### src/rtl/htb_params.svh
// Purpose: Constants of the host transmit buffer port
// Assumes: Included by every design file that needs them
// Notes: Offsets are byte addresses on the register bus
//
// Functional notes
// - Internal control word: flag bit7, limit 4:0
// - Flag low: core owns; high: host writes
// - Flag mirrored to status and DMA request
// - Reset clears the handoff flag
// - Core setting flag clears address counter
// - Upper byte access increments address counter
// - Eight-bit port, address bit0 picks byte
// - DMA: acknowledge selects, toggle picks byte
// - Flag rising clears the transmit toggle
// - Counter equals limit: flag clears automatically
// - Core loads limit and flag together
// - Core reads buffer after flag clears
// - DMA request follows the handoff flag
// - One or two 8-bit DMA controllers
// - Fly-by: acknowledge plus strobe selects device
// - Flow-through: acknowledge high, normal decode
// - Toggle advances at end of DMA cycle
`ifndef HTB_PARAMS_SVH
`define HTB_PARAMS_SVH

// ============================================================
// Register map
`define HTB_OFS_CTRL 32'h0000_0000
`define HTB_OFS_STATUS 32'h0000_0004
`define HTB_OFS_BUF_LO 32'h0000_0040
`define HTB_OFS_BUF_HI 32'h0000_007C
`define HTB_BUF_IDX_MSB 5
`define HTB_BUF_IDX_LSB 2

// ============================================================
// Control word fields
`define HTB_FLAG_BIT 7
`define HTB_LIMIT_MSB 4
`define HTB_LIMIT_LSB 0
`define HTB_CTRL_RESET 16'h0000
`define HTB_STAT_TOGGLE_BIT 6
`define HTB_STAT_CTR_MSB 5
`define HTB_STAT_CTR_LSB 1
`define HTB_STAT_FLAG_BIT 0

// ============================================================
// Host side
`define HTB_TX_PORT_WORD 3'h0
`define HTB_CTR_ONE 5'h01
`define HTB_CTR_ZERO 5'h00
`define HTB_PORT_SEL_MSB 3
`define HTB_PORT_SEL_LSB 1
`define HTB_BYTE_SEL_BIT 0
`define HTB_BUF_WORDS 16
`define HTB_HTRANS_NONSEQ_BIT 1

`endif

### src/rtl/htb_pkg.sv
// Purpose: Types of the host transmit buffer port
// Assumes: Nothing
// Notes: Constants live in htb_params.svh
package htb_pkg;

    // ========================================================
    // Host pins, sampled as one group
    typedef struct packed {
        logic host_chip_select_n;
        logic host_write_strobe_n;
        logic host_read_strobe_n;
        logic tx_dma_ack_n;
        logic [3:0] host_port_address_lines;
        logic [7:0] hostData;
    } htb_host_s;

    // ========================================================
    // Internal control word
    typedef struct packed {
        logic [7:0] zeroHi;
        logic handoff;
        logic [1:0] zeroMid;
        logic [4:0] limit;
    } htb_ctrl_s;

    // ========================================================
    // Register bus sequencing
    typedef enum logic [0:0] {
        BUS_IDLE,
        BUS_RDWAIT
    } htb_bus_e;

endpackage : htb_pkg

### src/rtl/htb_sync_stage.sv
// Purpose: Two-flop register stage for host pin groups
// Assumes: Inputs synchronous to clk, held across strobes
// Notes: First flop feeds only the second
`timescale 1ns/1ps
module htb_sync_stage #(
    parameter int WIDTH = 16,
    parameter logic [WIDTH-1:0] INIT = '1
) (
    input wire logic clk,
    input wire logic sys_rst,
    input wire logic ce,
    input wire logic [WIDTH-1:0] d,
    output logic [WIDTH-1:0] q
);

    // ========================================================
    // Stages
    logic [WIDTH-1:0] stage1;

    always_ff @(posedge clk) begin
        if (sys_rst) begin
            stage1 <= INIT;
            q <= INIT;
        end else if (ce) begin
            stage1 <= d;
            q <= stage1;
        end
    end

endmodule : htb_sync_stage

### src/rtl/htb_tx_port.sv
// Purpose: Host transmit buffer with handoff flag and DMA
// Assumes: AHB-Lite slave for core access, host pins sync
// Notes: Single clock domain, zero-wait writes
`timescale 1ns/1ps
`include "htb_params.svh"
module htb_tx_port (
    input wire logic clk,
    input wire logic sys_rst,
    input wire logic ce,
    input wire logic hsel,
    input wire logic [31:0] haddr,
    input wire logic [1:0] htrans,
    input wire logic hwrite,
    input wire logic [2:0] hsize,
    input wire logic [31:0] hwdata,
    input wire logic hready,
    output logic hreadyout,
    output logic hresp,
    output logic [31:0] hrdata,
    input wire htb_pkg::htb_host_s hostPins,
    output logic tx_dma_request,
    output logic hostStatusReady
);

    // ========================================================
    // Declarations
    htb_pkg::htb_host_s hostQ;
    htb_pkg::htb_host_s hostD;
    htb_pkg::htb_ctrl_s ctrl;
    htb_pkg::htb_bus_e busState;
    logic [15:0] txMem [`HTB_BUF_WORDS];
    logic [4:0] addrCtr;
    logic dmaToggle;
    logic wrPend;
    logic [31:0] addrQ;
    logic [31:0] rdMux;
    logic wrRise;
    logic procSel;
    logic dmaSel;
    logic accEvt;
    logic byteSel;
    logic upperAcc;
    logic [4:0] next_addrCtr;
    logic ctrlWr;
    logic addrPhase;
    logic [3:0] wIdx;

    // ========================================================
    // Host pin registering
    htb_sync_stage #(
        .WIDTH($bits(htb_pkg::htb_host_s)),
        .INIT('1)
    ) htb_sync_stage_i (
        .clk(clk),
        .sys_rst(sys_rst),
        .ce(ce),
        .d(hostPins),
        .q(hostQ)
    );

    always_ff @(posedge clk) begin
        if (sys_rst) begin
            hostD <= '1;
        end else if (ce) begin
            hostD <= hostQ;
        end
    end

    // ========================================================
    // Access decode, taken at the strobe's rising edge
    assign wrRise = !hostD.host_write_strobe_n && hostQ.host_write_strobe_n;
    assign dmaSel = !hostD.tx_dma_ack_n;
    assign procSel = hostD.tx_dma_ack_n && !hostD.host_chip_select_n &&
        (hostD.host_port_address_lines[`HTB_PORT_SEL_MSB:`HTB_PORT_SEL_LSB]
        == `HTB_TX_PORT_WORD);
    assign accEvt = wrRise && (procSel || dmaSel) && ctrl.handoff;
    assign byteSel = dmaSel ? dmaToggle
        : hostD.host_port_address_lines[`HTB_BYTE_SEL_BIT];
    assign upperAcc = accEvt && byteSel;
    assign next_addrCtr = addrCtr + `HTB_CTR_ONE;
    assign wIdx = addrCtr[3:0];

    // ========================================================
    // Register bus phases
    assign addrPhase = hsel && htrans[`HTB_HTRANS_NONSEQ_BIT] && hready;
    assign ctrlWr = wrPend && (addrQ == `HTB_OFS_CTRL);

    always_ff @(posedge clk) begin
        if (sys_rst) begin
            wrPend <= 1'b0;
            addrQ <= 32'h0000_0000;
        end else if (ce) begin
            wrPend <= addrPhase && hwrite;
            if (addrPhase) begin
                addrQ <= haddr;
            end
        end
    end

    always_ff @(posedge clk) begin
        if (sys_rst) begin
            busState <= htb_pkg::BUS_IDLE;
            hreadyout <= 1'b1;
            hrdata <= 32'h0000_0000;
        end else if (ce) begin
            case (busState)
                htb_pkg::BUS_IDLE: begin
                    if (addrPhase && !hwrite) begin
                        busState <= htb_pkg::BUS_RDWAIT;
                        hreadyout <= 1'b0;
                    end
                end
                htb_pkg::BUS_RDWAIT: begin
                    hrdata <= rdMux;
                    hreadyout <= 1'b1;
                    busState <= htb_pkg::BUS_IDLE;
                end
                default: begin
                    busState <= htb_pkg::BUS_IDLE;
                end
            endcase
        end
    end

    always_ff @(posedge clk) begin
        if (sys_rst) begin
            hresp <= 1'b0;
        end else if (ce) begin
            hresp <= 1'b0;
        end
    end

    // ========================================================
    // Read data mux
    always_comb begin
        rdMux = 32'h0000_0000;
        if (addrQ == `HTB_OFS_CTRL) begin
            rdMux = {16'h0000, ctrl};
        end else if (addrQ == `HTB_OFS_STATUS) begin
            rdMux[`HTB_STAT_TOGGLE_BIT] = dmaToggle;
            rdMux[`HTB_STAT_CTR_MSB:`HTB_STAT_CTR_LSB] = addrCtr;
            rdMux[`HTB_STAT_FLAG_BIT] = ctrl.handoff;
        end else if (addrQ >= `HTB_OFS_BUF_LO &&
            addrQ <= `HTB_OFS_BUF_HI && !ctrl.handoff) begin
            rdMux = {16'h0000,
                txMem[addrQ[`HTB_BUF_IDX_MSB:`HTB_BUF_IDX_LSB]]};
        end
    end

    // ========================================================
    // Control word and handoff flag
    always_ff @(posedge clk) begin
        if (sys_rst) begin
            ctrl <= `HTB_CTRL_RESET;
        end else if (ce) begin
            if (ctrlWr && !ctrl.handoff) begin
                ctrl.handoff <= hwdata[`HTB_FLAG_BIT];
                ctrl.limit <= hwdata[`HTB_LIMIT_MSB:`HTB_LIMIT_LSB];
            end else if (upperAcc && next_addrCtr == ctrl.limit) begin
                ctrl.handoff <= 1'b0;
            end
            ctrl.zeroHi <= 8'h00;
            ctrl.zeroMid <= 2'h0;
        end
    end

    always_ff @(posedge clk) begin
        if (sys_rst) begin
            tx_dma_request <= 1'b0;
            hostStatusReady <= 1'b0;
        end else if (ce) begin
            if (ctrlWr && !ctrl.handoff) begin
                tx_dma_request <= hwdata[`HTB_FLAG_BIT];
                hostStatusReady <= hwdata[`HTB_FLAG_BIT];
            end else if (upperAcc && next_addrCtr == ctrl.limit) begin
                tx_dma_request <= 1'b0;
                hostStatusReady <= 1'b0;
            end
        end
    end

    // ========================================================
    // Address counter and DMA byte toggle
    always_ff @(posedge clk) begin
        if (sys_rst) begin
            addrCtr <= `HTB_CTR_ZERO;
        end else if (ce) begin
            if (ctrlWr && !ctrl.handoff && hwdata[`HTB_FLAG_BIT]) begin
                addrCtr <= `HTB_CTR_ZERO;
            end else if (upperAcc) begin
                addrCtr <= next_addrCtr;
            end
        end
    end

    always_ff @(posedge clk) begin
        if (sys_rst) begin
            dmaToggle <= 1'b0;
        end else if (ce) begin
            if (ctrlWr && !ctrl.handoff && hwdata[`HTB_FLAG_BIT]) begin
                dmaToggle <= 1'b0;
            end else if (accEvt && dmaSel) begin
                dmaToggle <= !dmaToggle;
            end
        end
    end

    // ========================================================
    // Buffer storage
    always_ff @(posedge clk) begin
        if (ce && accEvt) begin
            if (byteSel) begin
                txMem[wIdx][15:8] <= hostD.hostData;
            end else begin
                txMem[wIdx][7:0] <= hostD.hostData;
            end
        end
    end

    // ========================================================
    // Checks
    property p_reset_flag;
        @(posedge clk) sys_rst |=> !ctrl.handoff && !tx_dma_request;
    endproperty
    a_reset_flag: assert property (p_reset_flag)
        else $error("flag not cleared by reset");

    property p_arm_clears;
        @(posedge clk) disable iff (sys_rst)
        ce && ctrlWr && !ctrl.handoff && hwdata[`HTB_FLAG_BIT]
        |=> addrCtr == 5'h00 && ctrl.handoff && tx_dma_request;
    endproperty
    a_arm_clears: assert property (p_arm_clears)
        else $error("arming did not clear counter");

    property p_toggle_zero;
        @(posedge clk) disable iff (sys_rst)
        $rose(ctrl.handoff) |-> !dmaToggle && hostStatusReady;
    endproperty
    a_toggle_zero: assert property (p_toggle_zero)
        else $error("toggle not zero at handoff");

    property p_ctr_inc;
        @(posedge clk) disable iff (sys_rst)
        ce && upperAcc |=> addrCtr == $past(next_addrCtr);
    endproperty
    a_ctr_inc: assert property (p_ctr_inc)
        else $error("counter did not advance");

    property p_auto_clear;
        @(posedge clk) disable iff (sys_rst)
        ce && upperAcc && next_addrCtr == ctrl.limit
        |=> !ctrl.handoff && !tx_dma_request && !hostStatusReady;
    endproperty
    a_auto_clear: assert property (p_auto_clear)
        else $error("flag not cleared at limit");

    property p_ignore_idle;
        @(posedge clk) disable iff (sys_rst)
        ce && wrRise && !ctrl.handoff && !ctrlWr
        |=> addrCtr == $past(addrCtr) && dmaToggle == $past(dmaToggle);
    endproperty
    a_ignore_idle: assert property (p_ignore_idle)
        else $error("write accepted while core owns buffer");

    property p_dma_toggle;
        @(posedge clk) disable iff (sys_rst)
        ce && accEvt && dmaSel |=> dmaToggle != $past(dmaToggle);
    endproperty
    a_dma_toggle: assert property (p_dma_toggle)
        else $error("dma toggle did not flip");

    property p_low_byte;
        @(posedge clk) disable iff (sys_rst)
        ce && accEvt && !byteSel
        |=> txMem[$past(wIdx)][7:0] == $past(hostD.hostData);
    endproperty
    a_low_byte: assert property (p_low_byte)
        else $error("low byte not stored");

    property p_hi_byte;
        @(posedge clk) disable iff (sys_rst)
        ce && accEvt && byteSel
        |=> txMem[$past(wIdx)][15:8] == $past(hostD.hostData);
    endproperty
    a_hi_byte: assert property (p_hi_byte)
        else $error("high byte not stored");

    property p_flag_mirror;
        @(posedge clk) disable iff (sys_rst)
        tx_dma_request == ctrl.handoff && hostStatusReady == ctrl.handoff;
    endproperty
    a_flag_mirror: assert property (p_flag_mirror)
        else $error("status or request differs from flag");

    property p_ctr_frozen;
        @(posedge clk) disable iff (sys_rst)
        ce && !ctrl.handoff && !ctrlWr |=> addrCtr == $past(addrCtr);
    endproperty
    a_ctr_frozen: assert property (p_ctr_frozen)
        else $error("counter moved while core owns buffer");

    property p_ctrl_locked;
        @(posedge clk) disable iff (sys_rst)
        ce && ctrlWr && ctrl.handoff && !upperAcc
        |=> ctrl.limit == $past(ctrl.limit) && ctrl.handoff;
    endproperty
    a_ctrl_locked: assert property (p_ctrl_locked)
        else $error("control changed while host owns buffer");

endmodule : htb_tx_port

### config.mk
export PLATFORM = sky130hd
export DESIGN_NAME = htb_tx_port
export DESIGN_NICKNAME = d
export VERILOG_FILES = /design/src/rtl/htb_pkg.sv /design/src/rtl/htb_sync_stage.sv /design/src/rtl/htb_tx_port.sv
export VERILOG_INCLUDE_DIRS = /design/src /design/src/rtl
export SDC_FILE = /design/constraint.sdc
export NUM_CORES = 1
export LEC_CHECK = 0
export BUFFER_PORTS_ARGS = -buffer_cell sky130_fd_sc_hd__buf_2
export CORE_ASPECT_RATIO = 2
export CORE_MARGIN = 2
export CORE_UTILIZATION = 59
export DETAILED_ROUTE_END_ITERATION = 10
export HOLD_SLACK_MARGIN = 0.08
export PLACE_DENSITY = 0.84
export SLEW_MARGIN = 5
export SYNTH_ARGS = -nofsm -noshare
export SYNTH_HDL_FRONTEND = slang
export SYNTH_HIERARCHICAL = 1
export SYNTH_SLANG_ARGS = --single-unit
### constraint.sdc
create_clock -name clk -period 2.4 [get_ports clk]
set_clock_uncertainty 0.15 [all_clocks]
set_input_delay 0.24 -clock clk [delete_from_list [all_inputs] [get_ports clk]]
set_output_delay 0.24 -clock clk [all_outputs]
set_load 0.01 [all_outputs]
==> flow_summary.json, run 1 <==
{
  "status": "finished, final reports clean",
  "die_x_um": 115.0,
  "p_sw_mw": 2.496,
  "min_path_type": "in -> reg",
  "startpoint_type": "flop",
  "clk_pin_slew_ns": 0.07,
  "worstReg2RegEnd": "hrdata[7]",
  "r2r_start": "addrQ[18]",
  "grt_util_all_layers_pct": 25.51,
  "grt_max_degree": 77,
  "nNetsFinal": 1180,
  "max-cap-violations": 0,
  "dieArea_um2": 25970,
  "whs_ns": 0.1186,
  "crit_arrival_ns": 2.66,
  "ir_drop_mv": 0.6013,
  "slew_headroom_pct": 50.20,
  "cp.required_ns": 2.76,
  "first_pass_iters": 5,
  "tightest_slew_ns": 0.7469,
  "drc": 0,
  "place_ws_ns": 0.1445,
  "synth_area_um2": 14530,
  "final_util_pct": 68.74,
  "finalCriticalPeriod_ns": 2.310,
  "clockPowerShare_pct": 38.0,
  "setup_viol_count_final": 0,
  "ios": 127,
  "numCtsBuffers": 29,
  "grt_overflow_total": 0,
  "rr_worst_depth": 5,
  "hpwl_um": 20120,
  "fp.dieH_um": 225.9,
  "avgRoutedWirePerCell_um": 23.15,
  "start_util_pct": 59.72,
  "cts_tree": "built",
  "wirelength_um": 32310,
  "slew_violations": 0,
  "cts_root_buf": "clkbuf_16",
  "tns_ns": 0,
  "powerDensity_nw_per_um2": 714.3,
  "rsz0062_at_grt": "no",
  "syn-instance-count": 938,
  "cts_buffer_depth": 3,
  "post_cts_buffers": 0,
  "clock.fmax_ghz": 0.4330,
  "critPathCaptureType": "flop",
  "power_frac_seq_pct": 57.4,
  "vias_per_cell": 6.148,
  "critPathCapture": "hrdata[7]",
  "htreeDepth": 1,
  "grt_pass1_wl_um": 49070,
  "crit_type": "reg -> reg",
  "intPower_mw": 9.447,
  "syn_area_per_cell_um2": 15.49,
  "hold_violations": 0,
  "vias": 8583,
  "clock_latency_ns": 0.58,
  "drtIter0Drc": 783,
  "portBuffers": 78,
  "clkSinkCount": 368,
  "grt_pass1_vias": 8905,
  "layout-area-overhead-vs-synth_pct": 15.10,
  "setup_ws_ns": 0.09027,
  "ys_warn_count": 6,
  "path_max_fanout": 6,
  "antenna_found_initial": 0,
  "ant_nets": 0,
  "core_um2": 24320,
  "hp-start": "hwdata[7]",
  "diodes": 0,
  "p_leak_nw": 5.718,
  "period_share_pct": 96.24,
  "switching_share_pct": 20.90,
  "reg2reg_slack_ns": 0.09,
  "worstSetupStartpoint": "addrQ[18]",
  "num_rows": 81,
  "gp_congestion": 0.8760,
  "drive_gt1_share_pct": 23.60,
  "comb_power_share_pct": 4.7
}
==> timing repair <==
item / CTS / global route
endpoints found under the hold margin: 67 / 0
setup endpoints to repair: 0 / 90
gates resized for setup: 0 / 12
hold buffers: 58 / 0
==> registers in the layout, summed over array words and instances (netlist names), named ones only <==
| register | cells |
|---|---|
| txMem | 256 |
| addrQ | 32 |
| hrdata | 16 |
| hostD | 15 |
| htb_sync_stage_i/q | 15 |
| htb_sync_stage_i/stage1 | 15 |
| addrCtr | 5 |
| ctrl | 5 |
| busState | 1 |
| dmaToggle | 1 |
| hostStatusReady | 1 |
| hreadyout | 1 |
| wrPend | 1 |
==> area by class of cell <==
type,count,area (um2)
clock buffer,33,760.7
clock inverter,19,125.1
fill,1500,7604
inverter,9,33.78
multi-input combinational,504,4218
sequential,368,9933
tap,290,362.8
timing repair buffer,173,1286
==> metal layers <==
metal	global-route usage [%]	vias up	routed length [um]
met2	45.92	452	17570
li1	-	3809	-
met3	2.899	148	1757
met1	26.83	4174	10420
met5	0	-	0
met4	18.69	0	2561
==> critical path: stages (launching register included) <==
cell     delay [ns]
dfxtp_1        0.33
nor4_1         0.46
nand3_2        0.26
or4_4          0.58
o31a_1         0.30
o22ai_1        0.15
==> placed cells by master (no fill, tap or decap), types with 29 or more instances in the layout <==
| cell | instances |
|---|---|
| a21oi_1 | 59 |
| dfxtp_1 | 109 |
| nor2_1 | 29 |
| buf_2 | 78 |
| a211o_1 | 30 |
| mux4_2 | 69 |
| mux2i_1 | 29 |
| clkbuf_16 | 29 |
| buf_4 | 34 |
| dlygate4sd3_1 | 58 |
| nand2_1 | 108 |
| nor2b_1 | 29 |
| edfxtp_1 | 256 |
==> per-stage QoR <==
step	instance area, um2	instances	power, mW
2_1_floorplan	14590	954	7.321
3_3_place_gp	15230	1286	7.440
3_5_place_dp	15230	1286	7.457
4_1_cts	16700	1396	11.97
5_1_grt	16720	1396	12.23
6_report	16720	1396	11.94
==> worst min-delay path by stage <==
| stage | endpoint | slack, ns | cells past startpoint |
|---|---|---|---|
| after floorplan | htb_sync_stage_i/stage1[15] | 0.19 | 1 |
| after detailed placement | hrdata[13] | 0.29 | 2 |
| final | hostStatusReady | 0.12 | 4 |
| after CTS | addrQ[6] | 0.1 | 4 |
| after global placement | hrdata[13] | 0.28 | 2 |
| after global routing | hostStatusReady | 0.17 | 4 |
==> power by group through the flow <==
stage | Clock [mW] | Combinational (mW) | Sequential [mW]
2_1_floorplan | 0 | 0.323 | 7.00
3_3_place_gp | 0 | 0.454 | 6.99
3_5_place_dp | 0 | 0.467 | 6.99
4_1_cts | 4.58 | 0.544 | 6.85
5_1_grt | 4.78 | 0.597 | 6.85
6_report | 4.54 | 0.555 | 6.85
Note: power is estimated with default switching activity, not from simulation.
==> run 2, diff against run 1 <==
--- a/config.mk
+++ b/config.mk
@@ -9,10 +9,10 @@
 export BUFFER_PORTS_ARGS = -buffer_cell sky130_fd_sc_hd__buf_2
 export CORE_ASPECT_RATIO = 2
 export CORE_MARGIN = 2
-export CORE_UTILIZATION = 59
+export CORE_UTILIZATION = 64
 export DETAILED_ROUTE_END_ITERATION = 10
 export HOLD_SLACK_MARGIN = 0.08
-export PLACE_DENSITY = 0.84
+export PLACE_DENSITY = 0.9
 export SLEW_MARGIN = 5
 export SYNTH_ARGS = -nofsm -noshare
 export SYNTH_HDL_FRONTEND = slang
==> constraint.sdc (replaced) <==
create_clock -name clk -period 3 [get_ports clk]
set_clock_uncertainty 0.15 [all_clocks]
set_input_delay 0.3 -clock clk [delete_from_list [all_inputs] [get_ports clk]]
set_output_delay 0.3 -clock clk [all_outputs]
set_load 0.01 [all_outputs]
==> flow_summary.json, run 2 (synthesized netlist as in run 1, its figures left out) <==
{
  "grt_pass1_vias": 9334,
  "clock.fmax_ghz": 0.3531,
  "drtIter0Drc": 1357,
  "gp_congestion": 0.8855,
  "dpl-instance-area_um2": 15100,
  "final-seq-area_um2": 9933,
  "slew_headroom_pct": 16.24,
  "cts_root_buf": "clkbuf_16",
  "largest_reg_flops": 256,
  "dieArea_um2": 23990,
  "grt_max_degree": 78,
  "cp.required_ns": 3.30,
  "htreeDepth": 1,
  "top_regs": "txMem (256), addrQ (32), hrdata (16)",
  "drc": 0,
  "tightest_slew_ns": 1.255,
  "antenna_found_initial": 0,
  "powerDensity_nw_per_um2": 592.8,
  "p_leak_nw": 5.751,
  "portBuffers": 78,
  "ios": 127,
  "multi_input_area_um2": 4199,
  "cts_buffer_depth": 3,
  "mostFrequentLayoutCells": "256 x edfxtp_1, 109 x dfxtp_1, 108 x nand2_1",
  "ir_drop_mv": 0.5481,
  "setup_viol_count_final": 0,
  "first_pass_iters": 8,
  "avgRoutedWirePerCell_um": 26.68,
  "core_um2": 22450,
  "nNetsFinal": 1172,
  "max-cap-violations": 0,
  "clock_latency_ns": 0.58,
  "slew_violations": 0,
  "crit_type": "reg -> reg",
  "tns_ns": 0,
  "hold_violations": 0,
  "num_rows": 78,
  "startpoint_type": "flop",
  "numCtsBuffers": 30,
  "rsz0062_at_grt": "no",
  "vias": 9143,
  "finish.instance_area_um2": 16730,
  "grt_pass1_wl_um": 55580,
  "start_util_pct": 64.72,
  "clkSinkCount": 368,
  "fin_total_pwr_mw": 9.916,
  "slowest_stage": "dlygate4sd3_1",
  "crit_arrival_ns": 3.13,
  "nFillCells": 1178,
  "setup_ws_ns": 0.1677,
  "grt_overflow_total": 0,
  "layout-area-overhead-vs-synth_pct": 15.16,
  "die_x_um": 110.5,
  "dpl.cell_count": 1261,
  "diodes": 0,
  "path_max_fanout": 8,
  "path_cells": "nor4_1 -> nand2_1 -> nor4_4 -> mux2i_1 -> nor2_1 -> dlygate4sd3_1",
  "final_util_pct": 74.53,
  "layout_commonest_cell": "edfxtp_1",
  "cts_tree": "built",
  "clk_pin_slew_ns": 0.07,
  "vias_per_cell": 6.621,
  "largest-register": "txMem",
  "fin_cells": 1381,
  "status": "finished, final reports clean",
  "hpwl_um": 19570,
  "period_share_pct": 94.41,
  "place_ws_ns": 0.5626,
  "finalCriticalPeriod_ns": 2.832,
  "fp.dieH_um": 217.1,
  "min_path_type": "in -> reg",
  "post_cts_buffers": 0,
  "grt_util_all_layers_pct": 30.81,
  "ant_nets": 0,
  "critPathMaxStageDelay_ns": 0.59,
  "drive_gt1_share_pct": 21.44,
  "whs_ns": 0.2345,
  "critPathCaptureType": "flop",
  "wirelength_um": 36840
}
-- run 2: cell count changes in the layout (fill, tap and decap cells not counted), moves of 2 or more --
cell,previous run,this run
clkbuf_16,29,31
dlygate4sd3_1,58,64
clkbuf_1,2,7
clkinv_1,7,4
and3_1,21,32
and3_2,11,0
buf_4,34,20
bufinv_16,1,3
-- run 2: repair_timing --
action	4_1_cts	5_1_grt
setup endpoints to repair	0	0
hold buffers	64	0
hold endpoints to repair	65	0
resized for setup	0	0
-- run 2: critical path, delay by kind of cell (launching register included) --
| kind | cells | cell delay, ns |
|---|---|---|
| muxes | 1 | 0.32 |
| and+or+nand+nor | 4 | 1.31 |
| DFF | 1 | 0.34 |
| buffers and inverters | 1 | 0.59 |
-- run 2: final timing paths --
check,start,end,slack (ns),depth (start not counted)
setup / recovery,addrQ[3],ctrl[2],0.17,6
hold / removal,htrans[1],addrQ[26],0.23,5
setup reg to reg,addrQ[3],ctrl[2],0.17,6
hold reg to reg,hrdata[9],hrdata[9],0.31,2
-- run 2: layer usage --
metal / wire, um / track usage, %
met4: 1826 / 14.88
met3: 2849 / 4.483
met5: 0 / 0
met2: 19890 / 55.17
met1: 12280 / 36.52
-- run 2: layout make-up --
type / instances / area share [%]
flip-flops and latches: 368 / 59.38
multi-input cells: 504 / 25.10
repair buffers: 164 / 7.300
clock buffers: 40 / 4.959
well taps: 280 / 2.094
clock inverters: 16 / 0.9649
inverters: 9 / 0.2019
-- run 2: where the power goes --
part / leakage [nW] / total (mW) / switching, mW / internal (mW)
clock: 0.480 / 3.98 / 1.77 / 2.21
sequential: 3.15 / 5.52 / 0.0683 / 5.45
combinational: 2.12 / 0.420 / 0.220 / 0.200
total: 5.75 / 9.92 / 2.06 / 7.86
==> run 3, diff against run 2 <==
--- a/config.mk
+++ b/config.mk
@@ -9,10 +9,10 @@
 export BUFFER_PORTS_ARGS = -buffer_cell sky130_fd_sc_hd__buf_2
 export CORE_ASPECT_RATIO = 2
 export CORE_MARGIN = 2
-export CORE_UTILIZATION = 64
+export CORE_UTILIZATION = 48
 export DETAILED_ROUTE_END_ITERATION = 10
 export HOLD_SLACK_MARGIN = 0.08
-export PLACE_DENSITY = 0.9
+export PLACE_DENSITY_LB_ADDON = 0.25
 export SLEW_MARGIN = 5
 export SYNTH_ARGS = -nofsm -noshare
 export SYNTH_HDL_FRONTEND = slang
==> flow_summary.json, run 3 (synthesized netlist as in run 1, its figures left out) <==
{
  "largest-register": "txMem",
  "reg2reg_slack_ns": 0.27,
  "tightest_slew_ns": 1.187,
  "drtIter0Drc": 677,
  "die_x_um": 127.0,
  "clock_latency_ns": 0.57,
  "rsz0062_at_grt": "no",
  "fin_cells": 1469,
  "largest_reg_flops": 256,
  "slew_violations": 0,
  "first_pass_iters": 5,
  "startpoint_type": "flop",
  "hold_violations": 0,
  "cts_root_buf": "clkbuf_16",
  "worstHoldEndpoint": "hostStatusReady",
  "cp.required_ns": 3.31,
  "ant_nets": 0,
  "start_util_pct": 48.50,
  "worstReg2RegEnd": "ctrl[4]",
  "htreeDepth": 1,
  "post_cts_buffers": 0,
  "final-seq-area_um2": 9936,
  "finalCriticalPeriod_ns": 2.727,
  "vias_per_cell": 5.567,
  "numCtsBuffers": 31,
  "clock.fmax_ghz": 0.3667,
  "num_rows": 90,
  "hp-start": "hwdata[7]",
  "min_path_type": "in -> reg",
  "ir_drop_mv": 0.4720,
  "vias": 8178,
  "mostFrequentLayoutCells": "256 x edfxtp_1, 109 x dfxtp_1, 108 x nand2_1",
  "dieArea_um2": 31760,
  "dpl.cell_count": 1348,
  "period_share_pct": 90.90,
  "antenna_found_initial": 0,
  "max-cap-violations": 0,
  "grt_util_all_layers_pct": 18.65,
  "drc": 0,
  "gp_congestion": 0.8881,
  "ios": 127,
  "grt_overflow_total": 0,
  "busiest_layer": "met2",
  "r2r_start": "addrQ[18]",
  "path_max_fanout": 5,
  "drive_gt1_share_pct": 21.44,
  "clkSinkCount": 368,
  "grt_use_met3_pct": 2.015,
  "multi_input_area_um2": 4203,
  "status": "finished, final reports clean",
  "rr_worst_depth": 6,
  "cts_buffer_depth": 3,
  "grt_util_met1_pct": 25.01,
  "nFillCells": 2344,
  "grt_pass1_wl_um": 46090,
  "hold-path-cell-count": 4,
  "crit_type": "reg -> reg",
  "fp.dieH_um": 250.0,
  "hpwl_um": 18550,
  "avgRoutedWirePerCell_um": 20.23,
  "critPathCaptureType": "flop",
  "portBuffers": 78,
  "layout-area-overhead-vs-synth_pct": 16.56,
  "slew_headroom_pct": 20.73,
  "grt_pass1_vias": 8329,
  "setup_viol_count_final": 0,
  "core_um2": 29950,
  "clk_pin_slew_ns": 0.07,
  "cts_tree": "built",
  "tns_ns": 0,
  "diodes": 0,
  "p_leak_nw": 5.781,
  "top_regs": "txMem (256), addrQ (32), hrdata (16)",
  "nNetsFinal": 1173,
  "crit_arrival_ns": 3.03,
  "powerDensity_nw_per_um2": 600.3,
  "wirelength_um": 29720,
  "grt_max_degree": 79,
  "use_met2_pct": 32.30,
  "layout_commonest_cell": "edfxtp_1"
}
run 3: worst max-delay path, cell delays in order (launching register included):
cell           delay [ns]
dfxtp_1              0.31
nor4_1               0.45
nand3_2              0.26
nor4_4               0.56
mux2i_1              0.24
nor2_1               0.05
dlygate4sd3_1        0.57
run 3: stage by stage:
stage | setup slack [ns] | power (mW) | util (%) | hold slack [ns] | cell area [um2]
final | 0.2731 | 10.17 | 56.53 | 0.2084 | 16930
after global routing | 0.1419 | 10.46 | 56.53 | 0.2353 | 16930
after CTS | 0.2245 | 10.25 | 56.52 | 0.1891 | 16930
after detailed placement | 0.5561 | 5.960 | 50.76 | 0.2958 | 15210
after global placement | 0.6405 | 5.946 | 50.76 | 0.2877 | 15210
after floorplan | 0.8514 | 5.857 | - | 0.2486 | 14590
run 3: report_power, final:
part / switching, mW / leakage (nW) / internal, mW
Combinational: 0.208 / 2.11 / 0.200
Sequential: 0.0467 / 3.15 / 5.45
Clock: 1.77 / 0.515 / 2.49
run 3: metal layers:
metal,share of wire (%),up-vias
met2,52,187
met3,3.7,41
li1,-,3808
met4,2.1,0
met5,0,-
met1,42,4142
run 3: worst max-delay path by stage:
stage | endpoint | from | depth (start not counted) | slack [ns]
2_1_floorplan | hrdata[0] | flop | 6 | 0.85
3_3_place_gp | hrdata[14] | addrQ[18] | 5 | 0.64
3_5_place_dp | hrdata[11] | addrQ[18] | 5 | 0.56
4_1_cts | flop | ce | 8 | 0.22
5_1_grt | ctrl[4] | addrQ[18] | 6 | 0.14
6_report | ctrl[4] | addrQ[18] | 6 | 0.27
run 3: final cells by class:
| class | instances | share of cell area [%] |
|---|---|---|
| repair buffers | 164 | 7.249 |
| well taps | 368 | 2.719 |
| flip-flops and latches | 368 | 58.68 |
| clock buffers | 37 | 4.714 |
| multi-input cells | 504 | 24.82 |
| clock inverters | 19 | 1.618 |
| inverters | 9 | 0.1995 |
run 3: timing repair:
| action | CTS | global route |
|---|---|---|
| hold endpoints to repair | 67 | 0 |
| endpoints found under the setup margin | 0 | 1 |
| resized for setup | 0 | 1 |
| hold buffers | 65 | 0 |
